[config.mk]
export PLATFORM = sky130hd
export DESIGN_NAME = sfds_core
export DESIGN_NICKNAME = d
export VERILOG_FILES = /design/src/core/sfds_pkg.sv /design/src/core/sfds_core.sv
export SDC_FILE = /design/constraint.sdc
export NUM_CORES = 1
export LEC_CHECK = 0
export BUFFER_PORTS_ARGS = -buffer_cell sky130_fd_sc_hd__buf_2
export CAP_MARGIN = 20
export CORE_MARGIN = 8
export CORE_UTILIZATION = 50
export CTS_BUF_LIST = sky130_fd_sc_hd__clkbuf_8
export DETAILED_ROUTE_END_ITERATION = 7
export PLACE_DENSITY = 0.67
export SYNTH_ARGS = -nofsm -noshare
export SYNTH_HDL_FRONTEND = slang
export SYNTH_SLANG_ARGS = --single-unit
[constraint.sdc]
create_clock -name sys_clk -period 7.1 [get_ports sys_clk]
set_clock_uncertainty 0.1 [all_clocks]
set_input_delay 1.42 -clock sys_clk [delete_from_list [all_inputs] [get_ports sys_clk]]
set_output_delay 1.42 -clock sys_clk [all_outputs]
set_load 0.03 [all_outputs]
[src/core/sfds_pkg.sv]
// Constants for the SPI character shifter with format, DMA-event and self-test logic.
// Assumes a 32-bit Avalon-MM register port and byte addresses on word boundaries.
package sfds_pkg;

    // Register byte offsets
    localparam int ADDR_W = 6;
    localparam logic [5:0] OFF_CTRL = 6'h00;
    localparam logic [5:0] OFF_INTEN = 6'h04;
    localparam logic [5:0] OFF_LEVEL = 6'h08;
    localparam logic [5:0] OFF_FLAG = 6'h0C;
    localparam logic [5:0] OFF_FMT0 = 6'h10;
    localparam logic [5:0] OFF_FMT1 = 6'h14;
    localparam logic [5:0] OFF_FMT2 = 6'h18;
    localparam logic [5:0] OFF_FMT3 = 6'h1C;
    localparam logic [5:0] OFF_TXDATA = 6'h20;
    localparam logic [5:0] OFF_RXBUF = 6'h24;
    localparam logic [5:0] OFF_VEC0 = 6'h28;
    localparam logic [5:0] OFF_VEC1 = 6'h2C;

    // Global control bits
    localparam int CTRL_MASTER = 0;
    localparam int CTRL_LOOPBACK = 1;
    localparam int CTRL_ENABLE = 2;

    // Event bit positions, shared by enable, level and flag registers
    localparam int EVT_BIT_MISMATCH_STATUS = 0;
    localparam int EVT_RX = 8;
    localparam int EVT_TX = 9;
    localparam int INTEN_DMA = 16;

    // Data format fields
    localparam int FMT_LEN_LSB = 0;
    localparam int FMT_LEN_W = 5;
    localparam int FMT_PRE_LSB = 8;
    localparam int FMT_PRE_W = 8;
    localparam int FMT_POL = 16;
    localparam int FMT_PHA = 17;
    localparam int FMT_ORDER = 20;
    localparam int NUM_FMT = 4;

    // Transmit and receive word fields
    localparam int DATA_W = 16;
    localparam int TX_FSEL_LSB = 24;
    localparam int RX_BIT_MISMATCH_STATUS = 28;
    localparam int RX_NEW = 31;

    // Character length limits
    localparam logic [4:0] CHAR_MIN = 5'h02;
    localparam logic [4:0] CHAR_MAX = 5'h10;

    // Shortest half period of the generated serial clock, in sys_clk cycles
    localparam logic [8:0] MIN_HALF = 9'h003;

    // Vector codes
    localparam logic [4:0] VEC_NONE = 5'h00;
    localparam logic [4:0] VEC_BIT_MISMATCH_STATUS = 5'h01;
    localparam logic [4:0] VEC_RX = 5'h02;
    localparam logic [4:0] VEC_TX = 5'h03;

    // Reset values
    localparam logic [31:0] RST_WORD = 32'h0000_0000;
    localparam logic [31:0] RST_FLAGS = 32'h0000_0200;

    typedef enum logic [1:0] {
        ST_IDLE,
        ST_SHIFT
    } sfds_state_type;

endpackage : sfds_pkg

[src/core/sfds_core.sv]
// SPI character engine: formats, clock modes, interrupt lines, DMA events, loopback, self-test.
// Assumes one 125 MHz clock, a 32-bit Avalon-MM master, and serial pins resolved outside.
//
// How it works
// - Received character right-aligned, upper bits zero.
// - Order bit 0 sends MSB first, per format.
// - Order bit 1 sends LSB first.
// - Phase one drives first bit before clocking.
// - Pol0 pha0: launch rising, capture falling.
// - Pol0 pha1: early first bit, capture rising.
// - Pol1 pha0: launch falling, capture rising.
// - Pol1 pha1: early first bit, capture falling.
// - Master starts clocking on transmit write.
// - Level register routes events to line one.
// - Per-event enables gate interrupt lines.
// - Occurred events held as readable flags.
// - Vector register names pending line-one source.
// - Two DMA requests, only when enabled.
// - Transmit request pulses when buffer frees.
// - Receive request pulses per received character.
// - Loopback, in master role only, feeds back, releases all pins.
// - Own driven pin sampled and compared.
// - Mismatch sets status, flag, error interrupt.
// - Self-test off during loopback.
// - Per-format length, two to sixteen bits.
// - Transmit write selects its format.
module sfds_core
    import sfds_pkg::*;
(
    input wire logic sys_clk, // System clock
    input wire logic arst_n, // Asynchronous reset, active low
    input wire logic [ADDR_W-1:0] avs_address, // Register byte address
    input wire logic avs_read, // Read request
    input wire logic avs_write, // Write request
    input wire logic [31:0] avs_writedata, // Write data
    input wire logic [3:0] avs_byteenable, // Write byte lanes
    output logic [31:0] avs_readdata, // Read data
    output logic avs_waitrequest, // Stall
    input wire logic sclkIn, // Serial clock pin level
    output logic sclkOut, // Serial clock drive
    output logic sclkOeN, // Serial clock enable, low drives
    input wire logic mosiIn, // Master-out pin level
    output logic mosiOut, // Master-out drive
    output logic mosiOeN, // Master-out enable, low drives
    input wire logic misoIn, // Master-in pin level
    output logic misoOut, // Master-in drive
    output logic misoOeN, // Master-in enable, low drives
    output logic irqLine0, // Level-zero interrupt
    output logic irqLine1, // Level-one interrupt
    output logic rxDmaReq, // Receive DMA request pulse
    output logic txDmaReq // Transmit DMA request pulse
);

    logic [31:0] ctrl_ff, intEn_ff, level_ff, rdData_ff, curFmt_ff;
    logic [31:0] fmt_ff [NUM_FMT];
    logic [DATA_W-1:0] txBuf_ff, rxBuf_ff, txShift_ff, rxAcc_ff, nxt_rxAcc;
    logic [1:0] txSel_ff;
    logic txPend_ff, rxFull_ff, rxBitErr_ff, bitErrFlag_ff, waitReq_ff, sclkLvl_ff, dataOut_ff;
    sfds_state_type state_ff;
    logic [4:0] outIdx_ff, capCnt_ff, curLen;
    logic [5:0] edgeCnt_ff;
    logic [8:0] halfCnt_ff;
    logic sclkS1_ff, sclkS2_ff, sclkD_ff, mosiS1_ff, mosiS2_ff, misoS1_ff, misoS2_ff;
    logic dmaEnD_ff, irq0_ff, irq1_ff, rxDma_ff, txDma_ff, sclkOeN_ff, mosiOeN_ff, misoOeN_ff;

    logic wrAcc, rdAcc, isMaster, isLoop, isOn, dmaEn;
    logic start, edgeEv, newLvl, isCap, done, rxIn, ownPin;
    logic [31:0] wMask, flags, pending0, pending1, startFmt;

    function automatic logic [4:0] eff_len(input logic [FMT_LEN_W-1:0] raw);
        logic [4:0] res;
        res = raw;
        if (raw < CHAR_MIN) begin
            res = CHAR_MIN;
        end else if (raw > CHAR_MAX) begin
            res = CHAR_MAX;
        end
        return res;
    endfunction : eff_len

    // Bit position for the idx-th serial bit of a right-aligned character
    function automatic logic [3:0] bit_pos(input logic [4:0] len, input logic lsbFirst, input logic [4:0] idx);
        logic [4:0] p;
        p = lsbFirst ? idx : 5'(len - idx - 5'h01);
        return p[3:0];
    endfunction : bit_pos

    function automatic logic [4:0] vec_of(input logic [31:0] pend);
        logic [4:0] v;
        v = VEC_NONE;
        if (pend[EVT_BIT_MISMATCH_STATUS]) begin
            v = VEC_BIT_MISMATCH_STATUS;
        end else if (pend[EVT_RX]) begin
            v = VEC_RX;
        end else if (pend[EVT_TX]) begin
            v = VEC_TX;
        end
        return v;
    endfunction : vec_of

    assign isMaster = ctrl_ff[CTRL_MASTER];
    assign isLoop = ctrl_ff[CTRL_LOOPBACK] & ctrl_ff[CTRL_MASTER];
    assign isOn = ctrl_ff[CTRL_ENABLE];
    assign dmaEn = intEn_ff[INTEN_DMA];
    assign wrAcc = avs_write & ~waitReq_ff;
    assign rdAcc = avs_read & ~waitReq_ff;
    assign wMask = {{8{avs_byteenable[3]}}, {8{avs_byteenable[2]}}, {8{avs_byteenable[1]}}, {8{avs_byteenable[0]}}};
    assign curLen = eff_len(curFmt_ff[FMT_LEN_LSB +: FMT_LEN_W]);
    assign startFmt = fmt_ff[txSel_ff];
    assign start = (state_ff == ST_IDLE) & isOn & txPend_ff;

    assign flags = {22'h00_0000, ~txPend_ff, rxFull_ff, 7'h00, bitErrFlag_ff};
    assign pending0 = flags & intEn_ff & ~level_ff;
    assign pending1 = flags & intEn_ff & level_ff;

    // Edge source: own divider as master, synchronised pin as slave
    assign newLvl = isMaster ? ~sclkLvl_ff : sclkS2_ff;
    assign edgeEv = (state_ff == ST_SHIFT) & (isMaster ? (halfCnt_ff == 9'h000) : (sclkS2_ff != sclkD_ff));
    // capture edge is rising exactly when pol differs from pha
    assign isCap = newLvl == (curFmt_ff[FMT_POL] ^ curFmt_ff[FMT_PHA]);
    // loopback takes the transmit stream internally
    assign rxIn = isLoop ? dataOut_ff : (isMaster ? misoS2_ff : mosiS2_ff);
    // only the pin driven in the current role
    assign ownPin = isMaster ? mosiS2_ff : misoS2_ff;
    assign done = edgeEv & (isMaster ? (edgeCnt_ff == 6'({curLen, 1'b0} - 6'h01))
                                     : (isCap & (capCnt_ff == 5'(curLen - 5'h01))));

    // accumulator starts at zero so unused upper bits stay zero
    always_comb begin
        nxt_rxAcc = rxAcc_ff;
        if (edgeEv & isCap) begin
            nxt_rxAcc[bit_pos(curLen, curFmt_ff[FMT_ORDER], capCnt_ff)] = rxIn;
        end
    end

    // Pin synchronisers; the first stage feeds only the second
    always_ff @(posedge sys_clk or negedge arst_n) begin
        if (!arst_n) begin
            sclkS1_ff <= 1'b0;
            sclkS2_ff <= 1'b0;
            sclkD_ff <= 1'b0;
            mosiS1_ff <= 1'b0;
            mosiS2_ff <= 1'b0;
            misoS1_ff <= 1'b0;
            misoS2_ff <= 1'b0;
        end else begin
            sclkS1_ff <= sclkIn;
            sclkS2_ff <= sclkS1_ff;
            sclkD_ff <= sclkS2_ff;
            mosiS1_ff <= mosiIn;
            mosiS2_ff <= mosiS1_ff;
            misoS1_ff <= misoIn;
            misoS2_ff <= misoS1_ff;
        end
    end

    // Bus handshake: one wait cycle, then the access completes
    always_ff @(posedge sys_clk or negedge arst_n) begin
        if (!arst_n) begin
            waitReq_ff <= 1'b1;
        end else begin
            waitReq_ff <= ~((avs_read | avs_write) & waitReq_ff);
        end
    end

    always_ff @(posedge sys_clk or negedge arst_n) begin
        if (!arst_n) begin
            rdData_ff <= RST_WORD;
        end else if (avs_read & waitReq_ff) begin
            unique case (avs_address)
                OFF_CTRL: rdData_ff <= ctrl_ff;
                OFF_INTEN: rdData_ff <= intEn_ff;
                OFF_LEVEL: rdData_ff <= level_ff;
                OFF_FLAG: rdData_ff <= flags;
                OFF_FMT0: rdData_ff <= fmt_ff[0];
                OFF_FMT1: rdData_ff <= fmt_ff[1];
                OFF_FMT2: rdData_ff <= fmt_ff[2];
                OFF_FMT3: rdData_ff <= fmt_ff[3];
                OFF_TXDATA: rdData_ff <= {6'h00, txSel_ff, 8'h00, txBuf_ff};
                OFF_RXBUF: rdData_ff <= {rxFull_ff, 2'b00, rxBitErr_ff, 12'h000, rxBuf_ff};
                OFF_VEC0: rdData_ff <= {27'h000_0000, vec_of(pending0)};
                OFF_VEC1: rdData_ff <= {27'h000_0000, vec_of(pending1)};
                default: rdData_ff <= RST_WORD;
            endcase
        end
    end

    always_ff @(posedge sys_clk or negedge arst_n) begin
        if (!arst_n) begin
            ctrl_ff <= RST_WORD;
            intEn_ff <= RST_WORD;
            level_ff <= RST_WORD;
        end else if (wrAcc) begin
            if (avs_address == OFF_CTRL) begin
                ctrl_ff <= (ctrl_ff & ~wMask) | (avs_writedata & wMask);
            end
            if (avs_address == OFF_INTEN) begin
                intEn_ff <= (intEn_ff & ~wMask) | (avs_writedata & wMask);
            end
            if (avs_address == OFF_LEVEL) begin
                level_ff <= (level_ff & ~wMask) | (avs_writedata & wMask);
            end
        end
    end

    for (genvar g = 0; g < NUM_FMT; g++) begin : gFmt
        always_ff @(posedge sys_clk or negedge arst_n) begin
            if (!arst_n) begin
                fmt_ff[g] <= RST_WORD;
            end else if (wrAcc && avs_address == 6'(OFF_FMT0 + 6'(4 * g))) begin
                fmt_ff[g] <= (fmt_ff[g] & ~wMask) | (avs_writedata & wMask);
            end
        end
    end

    // transmit word holds data and its format choice
    always_ff @(posedge sys_clk or negedge arst_n) begin
        if (!arst_n) begin
            txBuf_ff <= 16'h0000;
            txSel_ff <= 2'b00;
            txPend_ff <= 1'b0;
        end else if (wrAcc && avs_address == OFF_TXDATA) begin
            if (avs_byteenable[0]) txBuf_ff[7:0] <= avs_writedata[7:0];
            if (avs_byteenable[1]) txBuf_ff[15:8] <= avs_writedata[15:8];
            if (avs_byteenable[3]) txSel_ff <= avs_writedata[TX_FSEL_LSB +: 2];
            txPend_ff <= 1'b1;
        end else if (start) begin
            txPend_ff <= 1'b0;
        end
    end

    always_ff @(posedge sys_clk or negedge arst_n) begin
        if (!arst_n) begin
            state_ff <= ST_IDLE;
        end else begin
            unique case (state_ff)
                ST_IDLE: if (start) state_ff <= ST_SHIFT;
                ST_SHIFT: if (done || !isOn) state_ff <= ST_IDLE;
            endcase
        end
    end

    // Half-period divider for the generated serial clock
    always_ff @(posedge sys_clk or negedge arst_n) begin
        if (!arst_n) begin
            halfCnt_ff <= 9'h000;
        end else if (start || (edgeEv && isMaster)) begin
            halfCnt_ff <= 9'({1'b0, (start ? startFmt[FMT_PRE_LSB +: FMT_PRE_W] : curFmt_ff[FMT_PRE_LSB +: FMT_PRE_W])}
                + MIN_HALF - 9'h001);
        end else if (halfCnt_ff != 9'h000) begin
            halfCnt_ff <= halfCnt_ff - 9'h001;
        end
    end

    always_ff @(posedge sys_clk or negedge arst_n) begin
        if (!arst_n) begin
            sclkLvl_ff <= 1'b0;
        end else if (state_ff == ST_IDLE) begin
            sclkLvl_ff <= start ? startFmt[FMT_POL] : curFmt_ff[FMT_POL];
        end else if (edgeEv && isMaster) begin
            sclkLvl_ff <= ~sclkLvl_ff;
        end
    end

    always_ff @(posedge sys_clk or negedge arst_n) begin
        if (!arst_n) begin
            curFmt_ff <= RST_WORD;
            txShift_ff <= 16'h0000;
            edgeCnt_ff <= 6'h00;
        end else if (start) begin
            curFmt_ff <= startFmt;
            txShift_ff <= txBuf_ff;
            edgeCnt_ff <= 6'h00;
        end else if (edgeEv) begin
            edgeCnt_ff <= edgeCnt_ff + 6'h01;
        end
    end

    // Launch side: order per format, first bit early with phase one
    always_ff @(posedge sys_clk or negedge arst_n) begin
        if (!arst_n) begin
            dataOut_ff <= 1'b0;
            outIdx_ff <= 5'h00;
        end else if (start) begin
            if (startFmt[FMT_PHA]) begin
                dataOut_ff <= txBuf_ff[bit_pos(eff_len(startFmt[FMT_LEN_LSB +: FMT_LEN_W]), startFmt[FMT_ORDER], 5'h00)];
                outIdx_ff <= 5'h01;
            end else begin
                outIdx_ff <= 5'h00;
            end
        end else if (edgeEv && !isCap && outIdx_ff < curLen) begin
            // launch on the edge opposite to capture
            dataOut_ff <= txShift_ff[bit_pos(curLen, curFmt_ff[FMT_ORDER], outIdx_ff)];
            outIdx_ff <= outIdx_ff + 5'h01;
        end
    end

    // Capture side
    always_ff @(posedge sys_clk or negedge arst_n) begin
        if (!arst_n) begin
            rxAcc_ff <= 16'h0000;
            capCnt_ff <= 5'h00;
        end else if (start) begin
            rxAcc_ff <= 16'h0000;
            capCnt_ff <= 5'h00;
        end else if (edgeEv && isCap) begin
            rxAcc_ff <= nxt_rxAcc;
            capCnt_ff <= capCnt_ff + 5'h01;
        end
    end

    // buffer loads the right-aligned character; a read clears the new-data flag, set wins
    always_ff @(posedge sys_clk or negedge arst_n) begin
        if (!arst_n) begin
            rxBuf_ff <= 16'h0000;
            rxFull_ff <= 1'b0;
        end else if (done) begin
            rxBuf_ff <= nxt_rxAcc;
            rxFull_ff <= 1'b1;
        end else if (rdAcc && avs_address == OFF_RXBUF) begin
            rxFull_ff <= 1'b0;
        end
    end

    // compare own pin at each capture, never in loopback
    // status in buffer and sticky flag; flag is write-one-to-clear, set wins
    always_ff @(posedge sys_clk or negedge arst_n) begin
        if (!arst_n) begin
            rxBitErr_ff <= 1'b0;
            bitErrFlag_ff <= 1'b0;
        end else if (edgeEv && isCap && !isLoop && ownPin != dataOut_ff) begin
            rxBitErr_ff <= 1'b1;
            bitErrFlag_ff <= 1'b1;
        end else begin
            if (rdAcc && avs_address == OFF_RXBUF) begin
                rxBitErr_ff <= 1'b0;
            end
            if (wrAcc && avs_address == OFF_FLAG && avs_byteenable[0] && avs_writedata[EVT_BIT_MISMATCH_STATUS]) begin
                bitErrFlag_ff <= 1'b0;
            end
        end
    end

    // interrupt lines; DMA pulses gated by the request enable
    always_ff @(posedge sys_clk or negedge arst_n) begin
        if (!arst_n) begin
            irq0_ff <= 1'b0;
            irq1_ff <= 1'b0;
            dmaEnD_ff <= 1'b0;
            rxDma_ff <= 1'b0;
            txDma_ff <= 1'b0;
        end else begin
            irq0_ff <= |pending0;
            irq1_ff <= |pending1;
            dmaEnD_ff <= dmaEn;
            rxDma_ff <= dmaEn & done;
            txDma_ff <= dmaEn & (start | (~dmaEnD_ff & ~txPend_ff));
        end
    end

    // loopback releases all three pins; master drives clock and data-out, slave data-in
    always_ff @(posedge sys_clk or negedge arst_n) begin
        if (!arst_n) begin
            sclkOeN_ff <= 1'b1;
            mosiOeN_ff <= 1'b1;
            misoOeN_ff <= 1'b1;
        end else begin
            sclkOeN_ff <= ~(isOn & isMaster & ~isLoop);
            mosiOeN_ff <= ~(isOn & isMaster & ~isLoop);
            misoOeN_ff <= ~(isOn & ~isMaster);
        end
    end

    assign avs_readdata = rdData_ff;
    assign avs_waitrequest = waitReq_ff;
    assign sclkOut = sclkLvl_ff;
    assign sclkOeN = sclkOeN_ff;
    assign mosiOut = dataOut_ff;
    assign mosiOeN = mosiOeN_ff;
    assign misoOut = dataOut_ff;
    assign misoOeN = misoOeN_ff;
    assign irqLine0 = irq0_ff;
    assign irqLine1 = irq1_ff;
    assign rxDmaReq = rxDma_ff;
    assign txDmaReq = txDma_ff;

endmodule : sfds_core

# Yosys cells after proc, flatten, opt, wreduce, memory -nomap -nowiden
# Cells that the tools add are included.
# totals
ff_bits	391
latch_bits	0
mem_bits_rw	0
rom_bits	0
output_inout_bits	43
elab_cells	239
memories	0
# classes
n_addsub	13
n_mul	0
div	0
order_cmp	10
n_eq_ne	20
shifts	0
muxes	61
bitwise	50
reduce_logical	44
# op_table
op	count
$pmux W32 S12	1
$and A32 B32 Y32	10
$or A32 B32 Y32	7
$bmux W32 S2	1
$not A32 Y32	2
$reduce_or A32 Y1	2
$mux W16	3
$mux W21	2
$and A10 B32 Y32	1
$mux W5	6
$mux W4	7
$eq A6 B5 Y1 const B	4
$eq A6 B6 Y1 const B	4
$mux W1	23
$mux W9	2
$reduce_bool A2 Y1	9
$sub A9 B1 Y9 const B	2
$and A1 B1 Y1	17
$bwmux W16	1
$logic_and A1 B1 Y1	16
$mux W2	8
$reduce_and A2 Y1	8
$lt A4 B5 Y1 const B	3
$eq A6 B4 Y1 const B	2
35 further kinds	57

# Longest topological paths before layout
# Gate-level depths: netlist of run 1.
# depth
ltp_word	15
mapped_depth	13

# Worst setup path after synthesis of run 1
# Ideal clock, no wire load.
# synth_path
path_kind	input-to-reg
startpoint	input avs_address[1]
endpoint	register with a tool-made name
t_arrival_ns	3.276
required_time_ns	6.875
setup_slack_ns	3.599
stages	6
path_buffers	1
cell_sequence	nor2_1 -> nand3b_1 -> nor3_1 -> clkbuf_1 -> nand3_1 -> mux2_2
# synth_rtl
element	line_no	source
from (decl)	sfds_core.sv:32	input wire logic [ADDR_W-1:0] avs_address,

# Worst setup path after layout of run 1
# layout_path
startpoint	register halfCnt_ff[0]
endpoint	register rxBuf_ff[5]
# layout_between
elab_chain_len	5
word_cells_on_any_way	6
# layout_lines
element	line_no	source
from (decl)	sfds_core.sv:62	logic [8:0] halfCnt_ff;
from (signal assigned)	sfds_core.sv:248	halfCnt_ff <= 9'({1'b0, (start ? startFmt[FMT_PRE_LSB +: FMT_PRE_W] : curFmt_ff[FMT_PRE_LSB +: FMT_PRE_W])}
from (signal assigned)	sfds_core.sv:251	halfCnt_ff <= halfCnt_ff - 9'h001;
$logic_not A9 Y1 (*)	sfds_core.sv:118	assign edgeEv = (state_ff == ST_SHIFT) & (isMaster ? (halfCnt_ff == 9'h000) : (sclkS2_ff != sclkD_ff));
$mux W1 (*)	sfds_core.sv:118	
$and A1 B1 Y1 (*)	sfds_core.sv:118	
$and A1 B1 Y1	sfds_core.sv:131	if (edgeEv & isCap) begin
$mux W16	sfds_core.sv:131	
to (signal assigned)	sfds_core.sv:318	rxBuf_ff <= nxt_rxAcc;
to (decl)	sfds_core.sv:56	logic [DATA_W-1:0] txBuf_ff, rxBuf_ff, txShift_ff, rxAcc_ff, nxt_rxAcc;
# Mark *: on every way between the ends. The rest lies on a longest branch, timed or not.
# A chain may end at the register's enable or synchronous reset.

==> impl_metrics.toml, run 1 <==
[run_status]
outcome = "completed"

[final_layout]
finalNetCount = 1654
multiInputGateArea_sq_mm = 0.007848
sequential_cell_area_sq_mm = 0.009638
layout.cell_area.non_filler_sq_mm = 0.02009
num-fill-cells = 3040
drive_above_1_share_pct = 30.41
area_growth_pct = 12.22

[hold_path]
hold_class = "flip-flop to flip-flop"

[worst_setup_path]
worst_ep_arrival_time_ns = 4.25
cp-start-kind = "flip-flop"
critical_path.max_stage_delay_ns = 0.60
path_max_fanout = 29
required_ns = 7.58
worst_path_buffer_plus_inverter_count = 2
path_delay_family = "simple AND/OR/NAND/NOR gates"
path_class = "flip-flop to flip-flop"
critical_path.cell_chain = "inv_1, ha_1, nor3b_2, a41oi_1, nor3_2, a21boi_1, buf_4, nand2_1, mux2i_1, mux2_2"
crit_slowest_cell = "sky130_fd_sc_hd__nand2_1"
endpoint_kind = "flip-flop"

[power_and_ir_drop]
p_per_area_mw_per_mm2 = 227.2
total_leakage_power_uw = 0.009923
worst_ir_drop_vdd_mv = 0.1423

[clocking]
htree_num_levels = 2
max-clock-path-buffers = 3
post_cts_resized = 0
cts_tree = "done"
worstSkewPairLatency_ns = 0.66
cts_setup_buffers = 0
clkSinkCount = 385
clock_root_buffer_master = "sky130_fd_sc_hd__clkbuf_8"
cts_hold_buf = 0
cts-buffers-inserted = 61
clkSlewWorstSetupHoldPaths_ns = 0.06

[yosys]
dominantRegCellSynth = "sky130_fd_sc_hd__dfrtp_1"
yosys.cell_count.top_type = "sky130_fd_sc_hd__dfrtp_1"
synthesis.yosys.warnings = 0
synth_fp_nets = 1546
synth_area_leaders = "sky130_fd_sc_hd__dfrtp_1 (53%), sky130_fd_sc_hd__mux2_2 (16%), sky130_fd_sc_hd__a22oi_1 (3.1%)"
postSynth.asyncResetShare_pct = 100.0
syn_area_sq_mm = 0.01790
synth-edff-count = 0
synth.largest_area_cell = "sky130_fd_sc_hd__dfrtp_1"
synth_cell_type_count = 66
yosysSeqAreaShare_pct = 53.83
post_synth.cell_area_avg_sq_um = 12.11
synth_seq_cells = 385
postSynthCellCount = 1478
synth.cells.most_frequent = "sky130_fd_sc_hd__dfrtp_1 (382), sky130_fd_sc_hd__mux2_2 (259), sky130_fd_sc_hd__nand2_1 (147)"
synth_largest_type_area_fraction_pct = 53.39

[floorplan]
ioPinCount = 92
die_width_um = 205.2
rows = 69
die_h_um = 205.2
floorplan_die_area_sq_mm = 0.04212
fp.coreArea_sq_mm = 0.03540
start_util_pct = 50.58

[detailed_routing]
drt_drc_violations_left = 0
number_of_nets_with_antenna_violations_after_routing = 0
wire_per_inst_um = 22.83
detailedRoute.firstPassIterationCount = 6
drt_iter0_markers = 1103
drt-total-wl_um = 47710
route.detailed.vias_per_inst = 6.140
route.vias.total = 12830

[global_routing]
globalRouteOverflowTotal = 0
grt_start_max_net_pins = 136
first_pass_grt_wire_length_um = 75540
grt_antenna_before_repair = 4
grt_pass1_vias = 13270
globalRouteTotalUtil_pct = 22.79

[timing]
transition_time_of_the_tightest_slew_check_pin_ns = 1.089
slew_violations = 0
post-route-worst-setup-slack_ns = 3.331
final_min_period_over_clock_period_pct = 53.09
final_period_minus_worst_setup_slack_ns = 3.769
timing.final.hold_violations = 0
hold_slack_ns = 0.2648
relSlewSlack_pct = 27.35
maxClockFrequency_mhz = 265.3
tns_ns = 0
setup_repair_after_global_routing_missed_its_margin = "no"
finalSetupViolations = 0

[placement]
dp.final_hpwl_um = 31770
port-buffer-count = 91
post_dp_cell_area_sq_mm = 0.01887
post-place-ws_ns = 2.734
place_congestion = 0.8804

[job]
max_cap_violations = 0
==> per-layer routing <==
metal  wire (um)  GRT usage, %  up-vias  share of wire (%)
li1            -             -     5710                  -
met1       20350         31.06     6539                 43
met3        4087         5.416       96                8.6
met5          35             0        -              0.073
met2       22090         35.83      481                 46
met4        1147         7.097        6                2.4
==> stage by stage <==
stage	utilization, %	total power [uW]	cells
global route	56.76	4755	2089
floorplan	-	2613	1478
global placement	53.31	2760	1982
finish	56.77	4565	2090
detailed placement	53.31	2771	1982
CTS	56.66	4611	2087
==> cell usage in the layout, fill, tap and decap left out, types with 6 or more instances in the layout <==
master,Yosys,final
sky130_fd_sc_hd__a21oi_1,34,34
sky130_fd_sc_hd__a221oi_1,9,9
sky130_fd_sc_hd__a222oi_1,23,23
sky130_fd_sc_hd__a22o_1,29,29
sky130_fd_sc_hd__a22oi_1,75,75
sky130_fd_sc_hd__a31oi_1,6,6
sky130_fd_sc_hd__buf_2,6,90
sky130_fd_sc_hd__buf_4,2,23
sky130_fd_sc_hd__clkbuf_8,0,76
sky130_fd_sc_hd__dfrtp_1,382,382
sky130_fd_sc_hd__ha_1,17,17
sky130_fd_sc_hd__inv_1,40,63
sky130_fd_sc_hd__mux2_2,259,259
sky130_fd_sc_hd__mux2i_1,29,29
sky130_fd_sc_hd__mux4_2,16,16
sky130_fd_sc_hd__nand2_1,147,147
sky130_fd_sc_hd__nand2b_1,7,7
sky130_fd_sc_hd__nand3_1,82,82
sky130_fd_sc_hd__nand3b_1,7,7
sky130_fd_sc_hd__nand4_1,16,16
sky130_fd_sc_hd__nor2_1,51,45
sky130_fd_sc_hd__nor2_2,0,6
sky130_fd_sc_hd__nor3_1,10,8
sky130_fd_sc_hd__o21ai_0,32,32
sky130_fd_sc_hd__o22ai_1,20,20
sky130_fd_sc_hd__xnor2_1,24,24
sky130_fd_sc_hd__xor2_1,18,18
==> report_power, final <==
| part | total [uW] | switching, uW | internal, uW |
|---|---|---|---|
| Combinational | 355 | 206 | 150 |
| Sequential | 2380 | 81.9 | 2300 |
| Clock | 1830 | 874 | 958 |
==> kinds of logic after synthesis <==
family	count (synthesis)	synth area share, %
AOI/OAI and AO/OA	258	10.45
xor gates and xnor gates	42	2.054
adders and majority gates	19	1.412
buffers and inverters	113	2.537
DFF	385	53.83
muxes	309	20.59
and+or+nand+nor	352	9.127
==> layout make-up <==
class                           count  share of cell area [%]
Multi-Input combinational cell    980                   39.06
Timing Repair Buffer              116                   3.412
Clock buffer                       76                   5.206
Sequential cell                   385                   47.97
Antenna cell                        1                 0.01245
Tap cell                          461                   2.871
Inverter                           42                  0.7846
Clock inverter                     29                  0.6912
==> final timing paths <==
check	from	slack, ns	cells past startpoint	to
setup / recovery	halfCnt_ff[0]$_DFFE_PN0P_	3.33	10	rxBuf_ff[5]$_DFFE_PN0P_
hold / removal	mosiS1_ff$_DFF_PN0_	0.26	0	mosiS2_ff$_DFF_PN0_
setup reg to reg	halfCnt_ff[0]$_DFFE_PN0P_	3.33	10	rxBuf_ff[5]$_DFFE_PN0P_
hold reg to reg	mosiS1_ff$_DFF_PN0_	0.26	0	mosiS2_ff$_DFF_PN0_
max in group asynchronous	arst_n	4.69	2	async pin
min in group asynchronous	arst_n	0.73	1	txBuf_ff[6]$_DFFE_PN0P_
No activity file was read; power rests on OpenSTA's default activity.
==> inputs of run 2 (changes only) <==
--- a/config.mk
+++ b/config.mk
@@ -11,7 +11,7 @@
 export CORE_UTILIZATION = 50
 export CTS_BUF_LIST = sky130_fd_sc_hd__clkbuf_8
 export DETAILED_ROUTE_END_ITERATION = 7
-export PLACE_DENSITY = 0.67
+export PLACE_DENSITY = 0.7
 export SYNTH_ARGS = -nofsm -noshare
 export SYNTH_HDL_FRONTEND = slang
 export SYNTH_SLANG_ARGS = --single-unit
==> constraint.sdc (replaced) <==
create_clock -name sys_clk -period 3.17 [get_ports sys_clk]
set_clock_uncertainty 0.1 [all_clocks]
set_input_delay 0.634 -clock sys_clk [delete_from_list [all_inputs] [get_ports sys_clk]]
set_output_delay 0.634 -clock sys_clk [all_outputs]
set_load 0.03 [all_outputs]
==> run 2 against run 1 <==
  * Cell count rose by 2.7%
  * Via count rose by 1.3%
  * Register-to-register slack got worse by 3.2 ns
  * Design area rose by 2.8%
  * Critical endpoint is now misoOut$_DFFE_PN0P_
==> impl_metrics.toml, run 2 (synthesized netlist as in run 1, its figures left out) <==
[detailed_routing]
drt_drc_violations_left = 0
drt_iter0_markers = 1079
detailedRoute.firstPassIterationCount = 6
route.detailed.vias_per_inst = 6.056
drt-total-wl_um = 48560
number_of_nets_with_antenna_violations_after_routing = 0
route.vias.total = 13000
wire_per_inst_um = 22.62

[hold_path]
holdPathStages = 2
hold_path_end = "avs_waitrequest$_DFF_PN1_"
holdCritStartpoint = "avs_read"
hold_class = "primary input to flip-flop"

[floorplan]
die_h_um = 205.2
die_width_um = 205.2
rows = 69
fp.coreArea_sq_mm = 0.03540
start_util_pct = 50.58
ioPinCount = 92
floorplan_die_area_sq_mm = 0.04212

[power_and_ir_drop]
worst_ir_drop_vdd_mv = 0.3576
p_per_area_mw_per_mm2 = 492.5
switching_share_pct = 25.71
power.switching_uw = 2615
power.internal_uw = 7556
total_leakage_power_uw = 0.01019
power.share.clock_pct = 39.3
power.sequential.fraction_pct = 52.3
share_comb_of_total_power_pct = 8.4

[final_layout]
finalNetCount = 1709
drive_above_1_share_pct = 33.37
layout_common_cells = "sky130_fd_sc_hd__dfrtp_1 (379), sky130_fd_sc_hd__mux2_2 (259), sky130_fd_sc_hd__nand2_1 (147)"
num-fill-cells = 2909
area_growth_pct = 15.35
final_util_pct = 58.35
layout.cell_area.non_filler_sq_mm = 0.02065
final_instance_count_excl_fillers = 2147
mostFrequentLayoutCell = "sky130_fd_sc_hd__dfrtp_1"

[clocking]
worstSkewPairLatency_ns = 0.68
clock_root_buffer_master = "sky130_fd_sc_hd__clkbuf_8"
cts-buffers-inserted = 60
htree_num_levels = 2
cts_tree = "done"
clkSinkCount = 385
max-clock-path-buffers = 3
clkSlewWorstSetupHoldPaths_ns = 0.07

[worst_setup_path]
critical_path.max_stage_delay_ns = 0.58
worstRegToRegCells = 8
path_class = "flip-flop to flip-flop"
path_max_fanout = 7
worst_ep_arrival_time_ns = 3.49
worst_r2r_endpoint = "misoOut$_DFFE_PN0P_"
required_ns = 3.59
crit_slowest_cell = "sky130_fd_sc_hd__mux4_2"
setup.reg_to_reg.worst_slack_ns = 0.1
critical_path.cell_chain = "mux4_2, or3_1, and2_4, inv_2, ha_2, o41ai_1, o31a_1, a31oi_1"
reg2reg_launch_point = "txSel_ff[0]$_DFFE_PN0P_"
endpoint_kind = "flip-flop"
cp-start-kind = "flip-flop"

[placement]
dp.final_hpwl_um = 32930
place_congestion = 0.8911
placedCellCount = 2028
post_dp_cell_area_sq_mm = 0.01931
port-buffer-count = 91

[run_status]
outcome = "completed"

[global_routing]
first_pass_grt_wire_length_um = 76420
grt_start_max_net_pins = 75
grt_pass1_vias = 13400
grt_antenna_before_repair = 5
globalRouteOverflowTotal = 0
globalRouteTotalUtil_pct = 23.10

[timing]
final_period_minus_worst_setup_slack_ns = 3.073
transition_time_of_the_tightest_slew_check_pin_ns = 0.8276
timing.final.hold_violations = 0
finalSetupViolations = 0
maxClockFrequency_mhz = 325.4
relSlewSlack_pct = 44.77
final_min_period_over_clock_period_pct = 96.94
slew_violations = 0
hold_slack_ns = 0.08380
tns_ns = 0

[job]
max_cap_violations = 0
run 2: cell types whose count changed in the layout (fill, tap and decap cells not counted), sizes merged:
cell	before	now
inv	66	67
clkinvlp	0	1
buf	116	167
clkbuf	76	71
diode	1	2
dlygate4sd3	0	5
clkinv	5	8
run 2: critical path: cells and delay by family (launching register included):
| kind | cells | cell delay, ns |
|---|---|---|
| adders and majority gates | 1 | 0.32 |
| and+or+nand+nor | 2 | 0.63 |
| muxes | 1 | 0.58 |
| buffers and inverters | 1 | 0.10 |
| DFF | 1 | 0.47 |
| AOI/OAI and AO/OA | 3 | 0.70 |
run 2: final cells by class:
class	count	area (sq um)	share of cell area, %
inverter	42	157.7	0.7634
timing repair buffer	172	1194	5.780
multi-input combinational	980	7930	38.40
clock inverter	34	170.2	0.8239
tap	461	576.8	2.793
sequential	385	9642	46.69
antenna	2	5.005	0.02423
clock buffer	71	977.2	4.732
run 2: per-layer routing:
| metal | up-vias | share of wire (%) | global-route usage [%] |
|---|---|---|---|
| met4 | 6 | 3.0 | 8.067 |
| li1 | 5780 | - | - |
| met1 | 6656 | 43 | 31.68 |
| met5 | - | 0.084 | 0 |
| met2 | 457 | 46 | 36.29 |
| met3 | 103 | 7.4 | 4.691 |
run 2: per-stage QoR:
stage,worst slack [ns],total power (uW)
3_5_place_dp,-0.05702,6243
2_1_floorplan,0.07939,5851
6_report,0.09711,10170
5_1_grt,-0.002723,10590
3_3_place_gp,0.03057,6208
4_1_cts,0.005800,10250
run 2: power by group through the flow:
stage          registers (uW)  logic (uW)  clock network (uW)
5_1_grt                  5340         950                4300
3_5_place_dp             5400         841                   0
2_1_floorplan            5360         495                   0
4_1_cts                  5320         851                4080
6_report                 5320         857                4000
3_3_place_gp             5390         816                   0
run 2: worst max path at each step:
stage	startpoint	to	slack, ns	depth (start not counted)
floorplan	curFmt_ff[3]$_DFFE_PN0P_	rxBuf_ff[0]$_DFFE_PN0P_	0.08	12
global placement	curFmt_ff[2]$_DFFE_PN0P_	rxBuf_ff[1]$_DFFE_PN0P_	0.03	10
detailed placement	curFmt_ff[2]$_DFFE_PN0P_	rxBuf_ff[8]$_DFFE_PN0P_	-0.06	10
CTS	curFmt_ff[3]$_DFFE_PN0P_	rxBuf_ff[11]$_DFFE_PN0P_	0.006	12
global route	txSel_ff[0]$_DFFE_PN0P_	misoOut$_DFFE_PN0P_	-0.003	12
finish	txSel_ff[0]$_DFFE_PN0P_	misoOut$_DFFE_PN0P_	0.1	8
run 2: timing repair:
item,CTS,global route
hold endpoints to repair,59,0
setup endpoints to repair,15,27
gates resized for setup,3,19
hold buffers,5,0
pin swaps,0,1
buffers inserted,0,6
